===== src/common/gain_hpf_pkg.sv =====
// Shared constants and carrier types for the converter-four correction block.
// Assumes a classic Wishbone slave with 32-bit data and word-aligned registers.
package gain_hpf_pkg;

  // Register indexes; byte address is four times the index
  localparam logic [5:0] IDX_GLOBAL_EN = 6'h03;
  localparam logic [5:0] IDX_PATTERN_MODE = 6'h04;
  localparam logic [5:0] IDX_ODD_GAIN_OFFSET = 6'h13;
  localparam logic [5:0] IDX_EVEN_GAIN_OFFSET = 6'h14;
  localparam logic [5:0] IDX_PATTERN_HPF_CFG = 6'h15;
  localparam logic [5:0] IDX_STATUS = 6'h20;

  // Field positions
  localparam int GAIN_ENABLE_BIT = 12;
  localparam int OFFSET_ENABLE_BIT = 8;
  localparam int PATTERN_SELECT_BIT = 8;
  localparam int GAIN_MSB = 15;
  localparam int GAIN_LSB = 11;
  localparam int OFFSET_MSB = 9;
  localparam int OFFSET_LSB = 0;
  localparam int PRBS_OUT1_BIT = 15;
  localparam int PRBS_OUT4_BIT = 12;
  localparam int PAT1_MSB = 11;
  localparam int PAT1_LSB = 9;
  localparam int PAT2_MSB = 8;
  localparam int PAT2_LSB = 6;
  localparam int ROUND_BIT = 5;
  localparam int CORNER_MSB = 4;
  localparam int CORNER_LSB = 1;
  localparam int HPF_ENABLE_BIT = 0;

  // Reset values
  localparam logic [15:0] CFG_RESET = 16'h0000;
  localparam logic [23:0] PRBS_SEED = 24'h7FFFFF;

  // Corner limits and arithmetic sizes
  localparam logic [3:0] CORNER_MIN = 4'h2;
  localparam logic [3:0] CORNER_MAX = 4'hA;
  localparam int SAMPLE_W = 14;
  localparam int FRAC_W = 10;
  localparam int GAIN_FRAC_W = 12;
  localparam int NUM_CONV = 4;

  // Pattern codes for outputs one and two
  typedef enum logic [2:0] {
    PAT_NORMAL = 3'h0,
    PAT_ZEROS = 3'h1,
    PAT_ONES = 3'h2,
    PAT_TOGGLE = 3'h3,
    PAT_RAMP = 3'h4
  } pattern_code_t;

  typedef struct packed {
    logic sampleOdd;
    logic [NUM_CONV-1:0][SAMPLE_W-1:0] conv;
  } sample_in_t;

  typedef struct packed {
    logic [NUM_CONV-1:0][SAMPLE_W-1:0] lane;
  } lane_word_t;

endpackage


===== src/verilog/two_entry_buffer.sv =====
// Two-entry buffer with valid and ready on both sides.
// Assumes source and sink share clk; all outputs come from flip-flops.
`timescale 1ns/10ps
`default_nettype none
module two_entry_buffer #(
  parameter int WIDTH = 56
) (
  // Clock and reset
  input wire logic clk,
  input wire logic rst,
  // Filling side
  input wire logic inValid,
  input wire logic [WIDTH-1:0] inData,
  output logic inReady,
  // Draining side
  output logic outValid,
  output logic [WIDTH-1:0] outData,
  input wire logic outReady
);

  logic [WIDTH-1:0] skidData;
  logic skidValid;
  logic takeIn;

  assign takeIn = inValid & inReady;

  // Output stage and skid entry
  always_ff @(posedge clk) begin
    if (rst) begin
      outValid <= 1'b0;
      skidValid <= 1'b0;
      inReady <= 1'b1;
    end else if (outReady | ~outValid) begin
      if (skidValid) begin
        outValid <= 1'b1;
        skidValid <= takeIn;
        inReady <= ~takeIn;
      end else begin
        outValid <= takeIn;
        skidValid <= 1'b0;
        inReady <= 1'b1;
      end
    end else if (takeIn) begin
      skidValid <= 1'b1;
      inReady <= 1'b0;
    end
  end

  // Data moves with the valid flags
  always_ff @(posedge clk) begin
    if (outReady | ~outValid) begin
      if (skidValid) begin
        outData <= skidData;
        if (takeIn) begin
          skidData <= inData;
        end
      end else if (takeIn) begin
        outData <= inData;
      end
    end else if (takeIn) begin
      skidData <= inData;
    end
  end

endmodule
`default_nettype wire


===== src/verilog/sample_gain_offset_hpf_ctrl.sv =====
// Gain, offset, high-pass filter and test patterns for four converter lanes.
// Assumes a classic Wishbone master and a sample stream in the clk domain.
//
// Function
// - With gain enabled, odd converter-four samples are scaled by N x 0.2 dB, N from bits 15-11.
// - With gain enabled, even converter-four samples are scaled by N x 0.2 dB from their register.
// - With offset enabled, a 10-bit signed offset (14-bit LSB) is subtracted from odd samples.
// - With offset enabled, a 10-bit signed offset (14-bit LSB) is subtracted from even samples.
// - Gain acts only when index 3 bit 12 is set, offset only when index 3 bit 8 is set.
// - With individual pattern select, each output whose PRBS enable is set carries PRBS.
// - With individual pattern select, outputs one and two carry the coded test patterns.
// - Filter output is truncated to sample width, or rounded when bit 5 is set.
// - The filter corner k comes from bits 4-1, valid from 2 to 10.
// - The filter is bypassed for converters one to four unless bit 0 is set.
//
// The Wishbone interface to the registers was left to the implementer.
`timescale 1ns/10ps
`default_nettype none
module sample_gain_offset_hpf_ctrl
  import gain_hpf_pkg::*;
(
  // Clock and reset
  input wire logic clk,
  input wire logic rst,
  // Wishbone slave
  input wire logic wbCyc,
  input wire logic wbStb,
  input wire logic wbWe,
  input wire logic [7:0] wbAdr,
  input wire logic [3:0] wbSel,
  input wire logic [31:0] wbDatI,
  output logic [31:0] wbDatO,
  output logic wbAck,
  // Sample input stream
  input wire logic sampleValid,
  input wire sample_in_t sampleIn,
  output logic sampleReady,
  // Lane output stream
  output logic laneValid,
  output lane_word_t laneOut,
  input wire logic laneReady
);

  // Register state
  logic gain_enable_global;
  logic offset_enable_global;
  logic individual_pattern_select;
  logic [15:0] conv4OddGainOffset;
  logic [15:0] conv4EvenGainOffset;
  logic [15:0] patternHpfCfg;
  logic [15:0] sampleCount;

  // Datapath state
  logic signed [27:0] hpfAcc [NUM_CONV];
  logic signed [27:0] next_hpfAcc [NUM_CONV];
  logic [23:0] prbsState;
  logic [SAMPLE_W-1:0] rampValue;
  logic toggleState;
  lane_word_t next_lanes;
  logic accept;
  logic wbReq;
  logic [5:0] regIdx;

  // Config fields
  logic [4:0] conv4_odd_gain;
  logic [4:0] conv4_even_gain;
  logic [9:0] conv4_odd_offset;
  logic [9:0] conv4_even_offset;
  logic [3:0] prbsEnable;
  logic [2:0] pattern_code_out1;
  logic [2:0] pattern_code_out2;
  logic highpass_round_enable;
  logic [3:0] highpass_corner_k;
  logic highpass_enable_group1;
  logic [3:0] cornerEff;

  assign conv4_odd_gain = conv4OddGainOffset[GAIN_MSB:GAIN_LSB];
  assign conv4_even_gain = conv4EvenGainOffset[GAIN_MSB:GAIN_LSB];
  assign conv4_odd_offset = conv4OddGainOffset[OFFSET_MSB:OFFSET_LSB];
  assign conv4_even_offset = conv4EvenGainOffset[OFFSET_MSB:OFFSET_LSB];
  assign prbsEnable = patternHpfCfg[PRBS_OUT1_BIT:PRBS_OUT4_BIT];
  assign pattern_code_out1 = patternHpfCfg[PAT1_MSB:PAT1_LSB];
  assign pattern_code_out2 = patternHpfCfg[PAT2_MSB:PAT2_LSB];
  assign highpass_round_enable = patternHpfCfg[ROUND_BIT];
  assign highpass_corner_k = patternHpfCfg[CORNER_MSB:CORNER_LSB];
  assign highpass_enable_group1 = patternHpfCfg[HPF_ENABLE_BIT];

  // Out-of-range k clamps to the valid span
  assign cornerEff = (highpass_corner_k < CORNER_MIN) ? CORNER_MIN :
                     (highpass_corner_k > CORNER_MAX) ? CORNER_MAX :
                     highpass_corner_k;

  assign accept = sampleValid & sampleReady;
  assign wbReq = wbCyc & wbStb & ~wbAck;
  assign regIdx = wbAdr[7:2];

  // Gain of N x 0.2 dB as a linear factor, 12 fraction bits
  function automatic logic [13:0] gain_factor(input logic [4:0] n);
    logic [13:0] f;
    f = 14'h1000;
    case (n)
      5'd0: f = 14'd4096;
      5'd1: f = 14'd4191;
      5'd2: f = 14'd4289;
      5'd3: f = 14'd4389;
      5'd4: f = 14'd4491;
      5'd5: f = 14'd4596;
      5'd6: f = 14'd4703;
      5'd7: f = 14'd4812;
      5'd8: f = 14'd4924;
      5'd9: f = 14'd5039;
      5'd10: f = 14'd5157;
      5'd11: f = 14'd5277;
      5'd12: f = 14'd5400;
      5'd13: f = 14'd5525;
      5'd14: f = 14'd5654;
      5'd15: f = 14'd5786;
      5'd16: f = 14'd5921;
      5'd17: f = 14'd6058;
      5'd18: f = 14'd6200;
      5'd19: f = 14'd6344;
      5'd20: f = 14'd6492;
      5'd21: f = 14'd6643;
      5'd22: f = 14'd6798;
      5'd23: f = 14'd6956;
      5'd24: f = 14'd7118;
      5'd25: f = 14'd7284;
      5'd26: f = 14'd7453;
      5'd27: f = 14'd7627;
      5'd28: f = 14'd7805;
      5'd29: f = 14'd7986;
      5'd30: f = 14'd8173;
      5'd31: f = 14'd8363;
      default: f = 14'h1000;
    endcase
    return f;
  endfunction

  // Clip a wide signed value to the sample range
  function automatic logic signed [13:0] sat14(input logic signed [27:0] v);
    logic signed [13:0] r;
    r = v[13:0];
    if (v > 28'sd8191) begin
      r = 14'sh1FFF;
    end else if (v < -28'sd8192) begin
      r = 14'sh2000;
    end
    return r;
  endfunction

  // Byte-lane merge for 16-bit registers
  function automatic logic [15:0] merge16(input logic [15:0] old, input logic [31:0] d,
                                          input logic [3:0] sel);
    logic [15:0] r;
    r = old;
    if (sel[0]) begin
      r[7:0] = d[7:0];
    end
    if (sel[1]) begin
      r[15:8] = d[15:8];
    end
    return r;
  endfunction

  // Register writes
  always_ff @(posedge clk) begin
    if (rst) begin
      gain_enable_global <= 1'b0;
      offset_enable_global <= 1'b0;
      individual_pattern_select <= 1'b0;
      conv4OddGainOffset <= CFG_RESET;
      conv4EvenGainOffset <= CFG_RESET;
      patternHpfCfg <= CFG_RESET;
    end else if (wbReq & wbWe) begin
      case (regIdx)
        IDX_GLOBAL_EN: begin
          if (wbSel[1]) begin
            gain_enable_global <= wbDatI[GAIN_ENABLE_BIT];
            offset_enable_global <= wbDatI[OFFSET_ENABLE_BIT];
          end
        end
        IDX_PATTERN_MODE: begin
          if (wbSel[1]) begin
            individual_pattern_select <= wbDatI[PATTERN_SELECT_BIT];
          end
        end
        IDX_ODD_GAIN_OFFSET: conv4OddGainOffset <= merge16(conv4OddGainOffset, wbDatI, wbSel);
        IDX_EVEN_GAIN_OFFSET: conv4EvenGainOffset <= merge16(conv4EvenGainOffset, wbDatI, wbSel);
        IDX_PATTERN_HPF_CFG: patternHpfCfg <= merge16(patternHpfCfg, wbDatI, wbSel);
        default: begin
        end
      endcase
    end
  end

  // Bus answer, one wait state
  always_ff @(posedge clk) begin
    if (rst) begin
      wbAck <= 1'b0;
      wbDatO <= 32'h0000_0000;
    end else begin
      wbAck <= wbReq;
      wbDatO <= 32'h0000_0000;
      if (wbReq & ~wbWe) begin
        case (regIdx)
          IDX_GLOBAL_EN: begin
            wbDatO[GAIN_ENABLE_BIT] <= gain_enable_global;
            wbDatO[OFFSET_ENABLE_BIT] <= offset_enable_global;
          end
          IDX_PATTERN_MODE: wbDatO[PATTERN_SELECT_BIT] <= individual_pattern_select;
          IDX_ODD_GAIN_OFFSET: wbDatO[15:0] <= conv4OddGainOffset;
          IDX_EVEN_GAIN_OFFSET: wbDatO[15:0] <= conv4EvenGainOffset;
          IDX_PATTERN_HPF_CFG: wbDatO[15:0] <= patternHpfCfg;
          IDX_STATUS: wbDatO[17:0] <= {laneValid, sampleReady, sampleCount};
          default: wbDatO <= 32'h0000_0000;
        endcase
      end
    end
  end

  // Correction, filter and pattern selection
  always_comb begin
    logic signed [27:0] x;
    logic signed [42:0] prod;
    logic signed [27:0] err;
    logic signed [27:0] y;
    logic [4:0] gainN;
    logic [9:0] offs;
    logic [SAMPLE_W-1:0] lane;
    x = 28'sd0;
    prod = 43'sd0;
    err = 28'sd0;
    y = 28'sd0;
    gainN = 5'd0;
    offs = 10'd0;
    lane = '0;
    for (int i = 0; i < NUM_CONV; i++) begin
      x = 28'(signed'(sampleIn.conv[i]));
      if (i == NUM_CONV - 1) begin
        offs = sampleIn.sampleOdd ? conv4_odd_offset : conv4_even_offset;
        gainN = sampleIn.sampleOdd ? conv4_odd_gain : conv4_even_gain;
        if (offset_enable_global) begin
          x = x - 28'(signed'(offs));
        end
        if (gain_enable_global) begin
          prod = 43'(x) * 43'(signed'({1'b0, gain_factor(gainN)}));
          x = 28'(prod >>> GAIN_FRAC_W);
        end
        x = 28'(sat14(x));
      end
      err = (x <<< FRAC_W) - hpfAcc[i];
      next_hpfAcc[i] = hpfAcc[i];
      if (highpass_enable_group1) begin
        if (highpass_round_enable) begin
          y = (err + 28'sd512) >>> FRAC_W;
        end else begin
          y = err >>> FRAC_W;
        end
        next_hpfAcc[i] = hpfAcc[i] + (err >>> cornerEff);
      end else begin
        y = x;
        next_hpfAcc[i] = 28'sd0;
      end
      lane = sat14(y);
      if (individual_pattern_select & (i < 2)) begin
        case (pattern_code_t'((i == 0) ? pattern_code_out1 : pattern_code_out2))
          PAT_ZEROS: lane = 14'h0000;
          PAT_ONES: lane = 14'h3FFF;
          PAT_TOGGLE: lane = toggleState ? 14'h2AAA : 14'h1555;
          PAT_RAMP: lane = rampValue;
          default: lane = sat14(y);
        endcase
      end
      if (individual_pattern_select & prbsEnable[NUM_CONV - 1 - i]) begin
        lane = prbsState[SAMPLE_W-1:0];
      end
      next_lanes.lane[i] = lane;
    end
  end

  // Filter accumulators advance on each accepted beat
  always_ff @(posedge clk) begin
    if (rst) begin
      for (int i = 0; i < NUM_CONV; i++) begin
        hpfAcc[i] <= 28'sd0;
      end
    end else if (accept) begin
      for (int i = 0; i < NUM_CONV; i++) begin
        hpfAcc[i] <= next_hpfAcc[i];
      end
    end
  end

  // Pattern generators, PRBS x^23 + x^18 + 1
  always_ff @(posedge clk) begin
    if (rst) begin
      prbsState <= PRBS_SEED;
      rampValue <= 14'h0000;
      toggleState <= 1'b0;
    end else if (accept) begin
      prbsState <= {prbsState[22:0], prbsState[22] ^ prbsState[17]};
      rampValue <= rampValue + 14'h0001;
      toggleState <= ~toggleState;
    end
  end

  // Accepted sample count
  always_ff @(posedge clk) begin
    if (rst) begin
      sampleCount <= 16'h0000;
    end else if (accept) begin
      sampleCount <= sampleCount + 16'h0001;
    end
  end

  two_entry_buffer #(
    .WIDTH($bits(lane_word_t))
  ) laneBuffer (
    .clk(clk),
    .rst(rst),
    .inValid(sampleValid),
    .inData(next_lanes),
    .inReady(sampleReady),
    .outValid(laneValid),
    .outData(laneOut),
    .outReady(laneReady)
  );

endmodule
`default_nettype wire


===== config.mk =====
export PLATFORM = sky130hd
export DESIGN_NAME = sample_gain_offset_hpf_ctrl
export DESIGN_NICKNAME = d
export VERILOG_FILES = /design/src/common/gain_hpf_pkg.sv /design/src/verilog/two_entry_buffer.sv /design/src/verilog/sample_gain_offset_hpf_ctrl.sv
export SDC_FILE = /design/constraint.sdc
export NUM_CORES = 2
export LEC_CHECK = 0
export ABC_AREA = 1
export BUFFER_PORTS_ARGS = -buffer_cell sky130_fd_sc_hd__buf_2
export CORE_MARGIN = 4
export CORE_UTILIZATION = 30
export DETAILED_ROUTE_END_ITERATION = 8
export GPL_ROUTABILITY_DRIVEN = 0
export SLEW_MARGIN = 0
export SYNTH_ARGS = -nofsm -noshare
export SYNTH_HDL_FRONTEND = slang
export SYNTH_SLANG_ARGS = --single-unit

===== constraint.sdc =====
create_clock -name clk -period 17.9 [get_ports clk]
set_input_delay 3.58 -clock clk [delete_from_list [all_inputs] [get_ports clk]]
set_output_delay 3.58 -clock clk [all_outputs]
set_load 0.02 [all_outputs]

## Word level (Yosys, flattened, before mapping)

Memories as Yosys holds them, arrays and structs flattened.
Cells that the tools add are included.

| storage, ports and cells | value |
|---|---|
| bits in read-only memories | 448 |
| logic and storage cells | 170 |
| flip-flop bits (word level) | 253 |
| memory bits (writable) | 112 |
| output and inout port bits | 91 |
| bits in latches | 0 |
| bits of input ports | 108 |
| memories | 2 |

| operators by class | value |
|---|---|
| divide/modulo/power cells | 0 |
| multiplexer cells | 64 |
| add/subtract/negate cells | 15 |
| multiply operators | 1 |
| equality and inequality tests | 15 |
| reductions and logical operators | 13 |
| bitwise logic cells | 22 |
| magnitude comparators | 12 |
| shift operators | 4 |

Memory list:

| memory | depth | width | rd ports | clocked after memory_dff | write ports | RTL line | RTL |
|---|---|---|---|---|---|---|---|
| (name not given) | 32 | 14 | 1 | 0 | 0 | sample_gain_offset_hpf_ctrl.sv:101 | `case (n)` |
| hpfAcc | 4 | 28 | 4 | 0 | 4 | sample_gain_offset_hpf_ctrl.sv:54 | `logic signed [27:0] hpfAcc [NUM_CONV];` |

Operator list:

| operator | number |
|---|---|
| 28-bit 2-to-1 mux | 18 |
| 56-bit 2-to-1 mux | 5 |
| 14-bit 2-to-1 mux | 18 |
| 28-bit by 14-bit greater-than comparator with 1-bit output, second input constant | 5 |
| 28-bit by 14-bit < comparator with 1-bit output, second input constant | 5 |
| 28-bit by 11-bit adder with 28-bit output, second input constant | 4 |
| 28-bit adder | 4 |
| 14-bit case mux with 4 select lines | 2 |
| 28-bit by 4-bit >>> shifter with 28-bit output | 4 |
| 24-bit by 28-bit subtractor with 28-bit output | 4 |
| 28-bit by 15-bit multiplier with 40-bit output | 1 |
| 8-bit case mux with 4 select lines | 1 |
| 3-bit case mux with 4 select lines | 2 |
| 3-bit AND reduction | 8 |
| 6-bit by 5-bit equality test with 1-bit output, second input constant | 3 |
| 16-bit by 1-bit adder with 16-bit output, second input constant | 1 |
| 14-bit by 10-bit subtractor with 15-bit output | 1 |
| 14-bit by 1-bit adder with 14-bit output, second input constant | 1 |
| 3-bit by 2-bit equality test with 1-bit output, second input constant | 4 |
| 1-bit 2-to-1 mux | 12 |
| 10-bit 2-to-1 mux | 1 |
| 1-bit bitwise AND | 9 |
| 4-bit 2-to-1 mux | 2 |
| 1-bit inverter | 7 |
| other kinds (17) | 24 |

## Longest topological paths before layout

| depth | value |
|---|---|
| word-level depth | 19 |
| gate-level depth with buffers | 82 |
| gate-level depth less buffers | 80 |

## Hierarchy

Synthesis repeated with hierarchy kept, for this count alone.

| second synthesis, totals | value |
|---|---|
| cells, all modules | 6,041 |
| area total of the unflattened synthesis | 41,489.8 um^2 |

Modules (own cells, without submodules):

| module | instances | seq. area each (um^2) | area each (um^2) | cells each |
|---|---|---|---|---|
| sample_gain_offset_hpf_ctrl | 1 | 5,845.6 | 37,289.5 | 5,729 |
| two_entry_buffer | 1 | 3,423.3 | 4,200.3 | 312 |

## Worst setup path after synthesis

OpenSTA, ideal clock, no wires.

| timing | value |
|---|---|
| kind | input to register |
| start point | in sampleIn[56] in the netlist's numbering |
| end point | mem hpfAcc[3][27], data pin |
| required time | 17,753 ps |
| path slack | 1,708 ps |
| setup time | 147 ps |
| arrival | 16,046 ps |
| cell stages on the path | 74 |
| cells stage by stage | buf_4 buf_2 mux2i_1 ha_1 a31oi_1 o21ai_0 a21oi_1 o21ai_0 nand2_1 nand2_1 nand2_1 nand2_1 nand2_1 nand2_2 clkinv_1 nand2_1 fa_1 inv_1 [38 not listed] o21ai_0 inv_1 o21ai_0 o221ai_1 inv_1 ha_1 a21oi_1 a21boi_0 o21ai_1 a21boi_0 o21ai_1 a21oi_1 o21bai_1 a21boi_1 o21ai_0 xor2_1 or2_1 a21oi_1 |

RTL lines:

| element | RTL line | RTL |
|---|---|---|
| start, declared | sample_gain_offset_hpf_ctrl.sv:36 | `input wire sample_in_t sampleIn,` |
| end, declared | sample_gain_offset_hpf_ctrl.sv:54 |  |

==> flow_summary.yaml <==
die:
  die_y_um: 378
  die_w_um: 378
  initial_utilization: 0.302
  io_pins: 199
  coreArea_um2: 136000
  std_cell_rows: 135
  dieArea_um2: 143000
clocking:
  clock_latency_ps: 610
  root_buffer: "clkbuf_16"
  cts_tree: "yes"
  hold_buffers: 0
  cts_buffer_depth: 3
  clk_pin_slew_ps: 70
  cts_setup_buffers: 0
  numCtsBuffers: 43
  cts_resized: 0
  htree_levels: 2
  cts.sinks: 351
timing:
  rsz0062_at_grt: "false"
  fmax_mhz: 59.7
  finalCritPeriodShare: 0.935
  final_max_slew_viol_count: 0
  setup_violations: 0
  hold_viol: 0
  setup_tns_ps: 0
  period_minus_slack_ps: 16740
  tightest_slew_ps: 1140
  max_slew_margin: 0.240
  holdWs_ps: 467
  finClkSkew_ps: 36.9
setup_path:
  worst_path_most_repeated_cell: "nand2_1"
  endpoint: "hpfAcc[3][27]$_SDFFCE_PN0P_"
  cp.depth: 76
  worstSetupStartpointType: "input port"
  worst_ep_arrival_time_ps: 17190
  critPathTopFamily: "adder cells"
  worstReg2RegEnd: "hpfAcc[3][27]$_SDFFCE_PN0P_"
  crit_type: "input port to flip-flop"
  path_max_fanout: 13
  required_ps: 18340
  reg2reg_slack_ps: 3960
  slowest_delay_ps: 550
  worst_r2r_path_depth: 74
  cp-startpoint: "sampleIn[56]"
  rr_startpoint: "conv4OddGainOffset[1]$_SDFFE_PP0P_"
  cp_slowest_cell: "fa_2"
  path_buf_inv: 16
  end_kind: "flip-flop"
routing:
  drt_iter0_markers: 3565
  wire_per_inst_um: 16.6
  drc: 0
  ant_nets: 0
  wl_um: 132000
  via_per_inst: 5.03
  drtPass1Iterations: 6
  num_vias: 39900
logic_synthesis:
  syn_avg_cell_area_um2: 6.85
  syn_area_um2: 41000
  netlist_top_cells_area: "edfxtp_1 (16%), nand2_1 (14%), fa_1 (11%), ha_1 (8.7%), inv_1 (8.2%)"
  syn_inst: 5987
  synth_edf_count: 224
  ys_seq_elements: 351
  synthFlopType: "edfxtp_1"
  synth_top_area_frac: 0.164
  yosysSeqAreaShare: 0.226
  async_flop_share: 0
  synth_warnings: 0
  ys_types: 72
  yosys.area.top_type: "edfxtp_1"
run_status:
  status: "complete, no violations"
cells_and_area:
  area_growth_pct: 11.2
  drive_gt1_frac: 0.0914
  final_area_um2: 45600
  final_cell_mix: "nand2_1 (1558), inv_1 (895), nor2_1 (501)"
  final_common_cell: "nand2_1"
  final_nets: 6740
  fillers: 14500
worst_hold_path:
  hold_class: "flip-flop to flip-flop"
placed_design:
  placed_area_um2: 44100
  hpwl_um: 105000
  io_buffers: 164
pwr:
  peakVddDrop_mv: 0.0689
  p_leak_nw: 21.6
  power_density_nw_per_um2: 90.6
global_routing:
  grt_max_degree: 81
  grt_pass1_wl_um: 208000
  grt_pass1_vias: 38200
  track_usage: 0.180
  antenna_found_initial: 3
  gr-total-overflow: 0
job:
  drv_cap: 0
==> cells by family (layout without fill, tap and decap cells) <==
group | Yosys count | in the layout | share of synthesized area
AND/OR/NAND/NOR | 2559 | 2559 | 0.259
AO/OA/AOI/OAI | 1275 | 1275 | 0.175
adder cells (fa/ha/maj) | 505 | 505 | 0.194
XOR/XNOR | 140 | 140 | 0.0323
flip-flops | 351 | 351 | 0.226
multiplexers | 17 | 17 | 0.00415
other | 1 | 16 | 0.0000914
buffers and inverters | 1139 | 1299 | 0.110
==> per-stage QoR <==
step                cells  power, mW  setup WS (ps)   util
floorplan            6000       2.57           1710      -
global placement     7863       3.16            410  0.325
detailed placement   7863       3.18            325  0.325
CTS                  7941       4.14            914  0.336
global route         7941       4.51           1.13  0.336
finish               7943       4.13           1160  0.336
==> area by class of cell <==
type                            count  area, um^2  share of cell area
Clock buffer                       56        1260              0.0276
Multi-Input combinational cell   4510       27400               0.600
Timing Repair Buffer              285        1730              0.0379
Sequential cell                   351        9280               0.203
Tap cell                         1781        2230              0.0488
Inverter                          936        3520              0.0772
Clock inverter                     22         246             0.00540
Antenna cell                        2        5.00            0.000110
==> cell usage after synthesis, types with 14 or more instances <==
cell,n
a21boi_0,28
or2_2,56
a21oi_1,477
xnor2_1,28
o221ai_1,38
o21ai_1,33
o21bai_1,14
nor2_1,506
a21o_1,15
nand2_2,42
dfxtp_1,127
a22oi_1,22
nand4_1,49
clkbuf_1,134
mux2i_1,17
a31oi_1,40
o21ai_0,459
o211ai_1,15
nor4_1,16
inv_1,901
nand3_1,227
fa_1,220
o21a_1,36
buf_4,27
ha_1,285
nand2_1,1558
o22ai_1,40
inv_2,23
edfxtp_1,224
nor3_1,54
xor2_1,99
==> worst min-delay path by stage <==
stage                                     startpoint  cells past startpoint                         end  slack, ps
finish                    prbsState[21]$_SDFFE_PP1P_                      2  prbsState[22]$_SDFFE_PP1P_        470
global route        laneBuffer.outValid$_SDFFE_PP0N_                      2       wbDatO[17]$_SDFF_PP0_        490
CTS                       prbsState[21]$_SDFFE_PP1P_                      2  prbsState[22]$_SDFFE_PP1P_        470
global placement          prbsState[21]$_SDFFE_PP1P_                      2  prbsState[22]$_SDFFE_PP1P_        450
detailed placement        prbsState[21]$_SDFFE_PP1P_                      2  prbsState[22]$_SDFFE_PP1P_        460
floorplan                 prbsState[21]$_SDFFE_PP1P_                      2  prbsState[22]$_SDFFE_PP1P_        430
==> registers in the layout, indices dropped and copies added, names as in the netlist, 16 cells and up <==
register             flops
laneBuffer.skidData     56
sampleCount             16
wbDatO                  18
laneBuffer.outData      56
conv4OddGainOffset      16
conv4EvenGainOffset     16
hpfAcc                 112
patternHpfCfg           16
prbsState               23
==> power by group <==
group	total, mW	switching (mW)	internal [mW]
clock network	0.941	0.393	0.548
logic	2.27	1.46	0.811
registers	0.917	0.0195	0.897
==> metal layers <==
layer / track usage / wire (um) / up-vias
li1: - / - / 19800
met1: 0.253 / 60800 / 18700
met2: 0.296 / 59600 / 1314
met3: 0.0223 / 8710 / 158
met4: 0.0404 / 2980 / 0
met5: 0 / 0 / -
==> worst reg2reg max path, delay by kind of cell, from the launching register on <==
| family | cells | cell delay, ps |
|---|---|---|
| compound gates | 22 | 3970 |
| xor+xnor | 2 | 420 |
| fa+ha+maj | 10 | 4490 |
| buf+inv | 15 | 1730 |
| flops | 1 | 320 |
| simple gates | 25 | 2850 |
(Power assumes the default switching activity.)
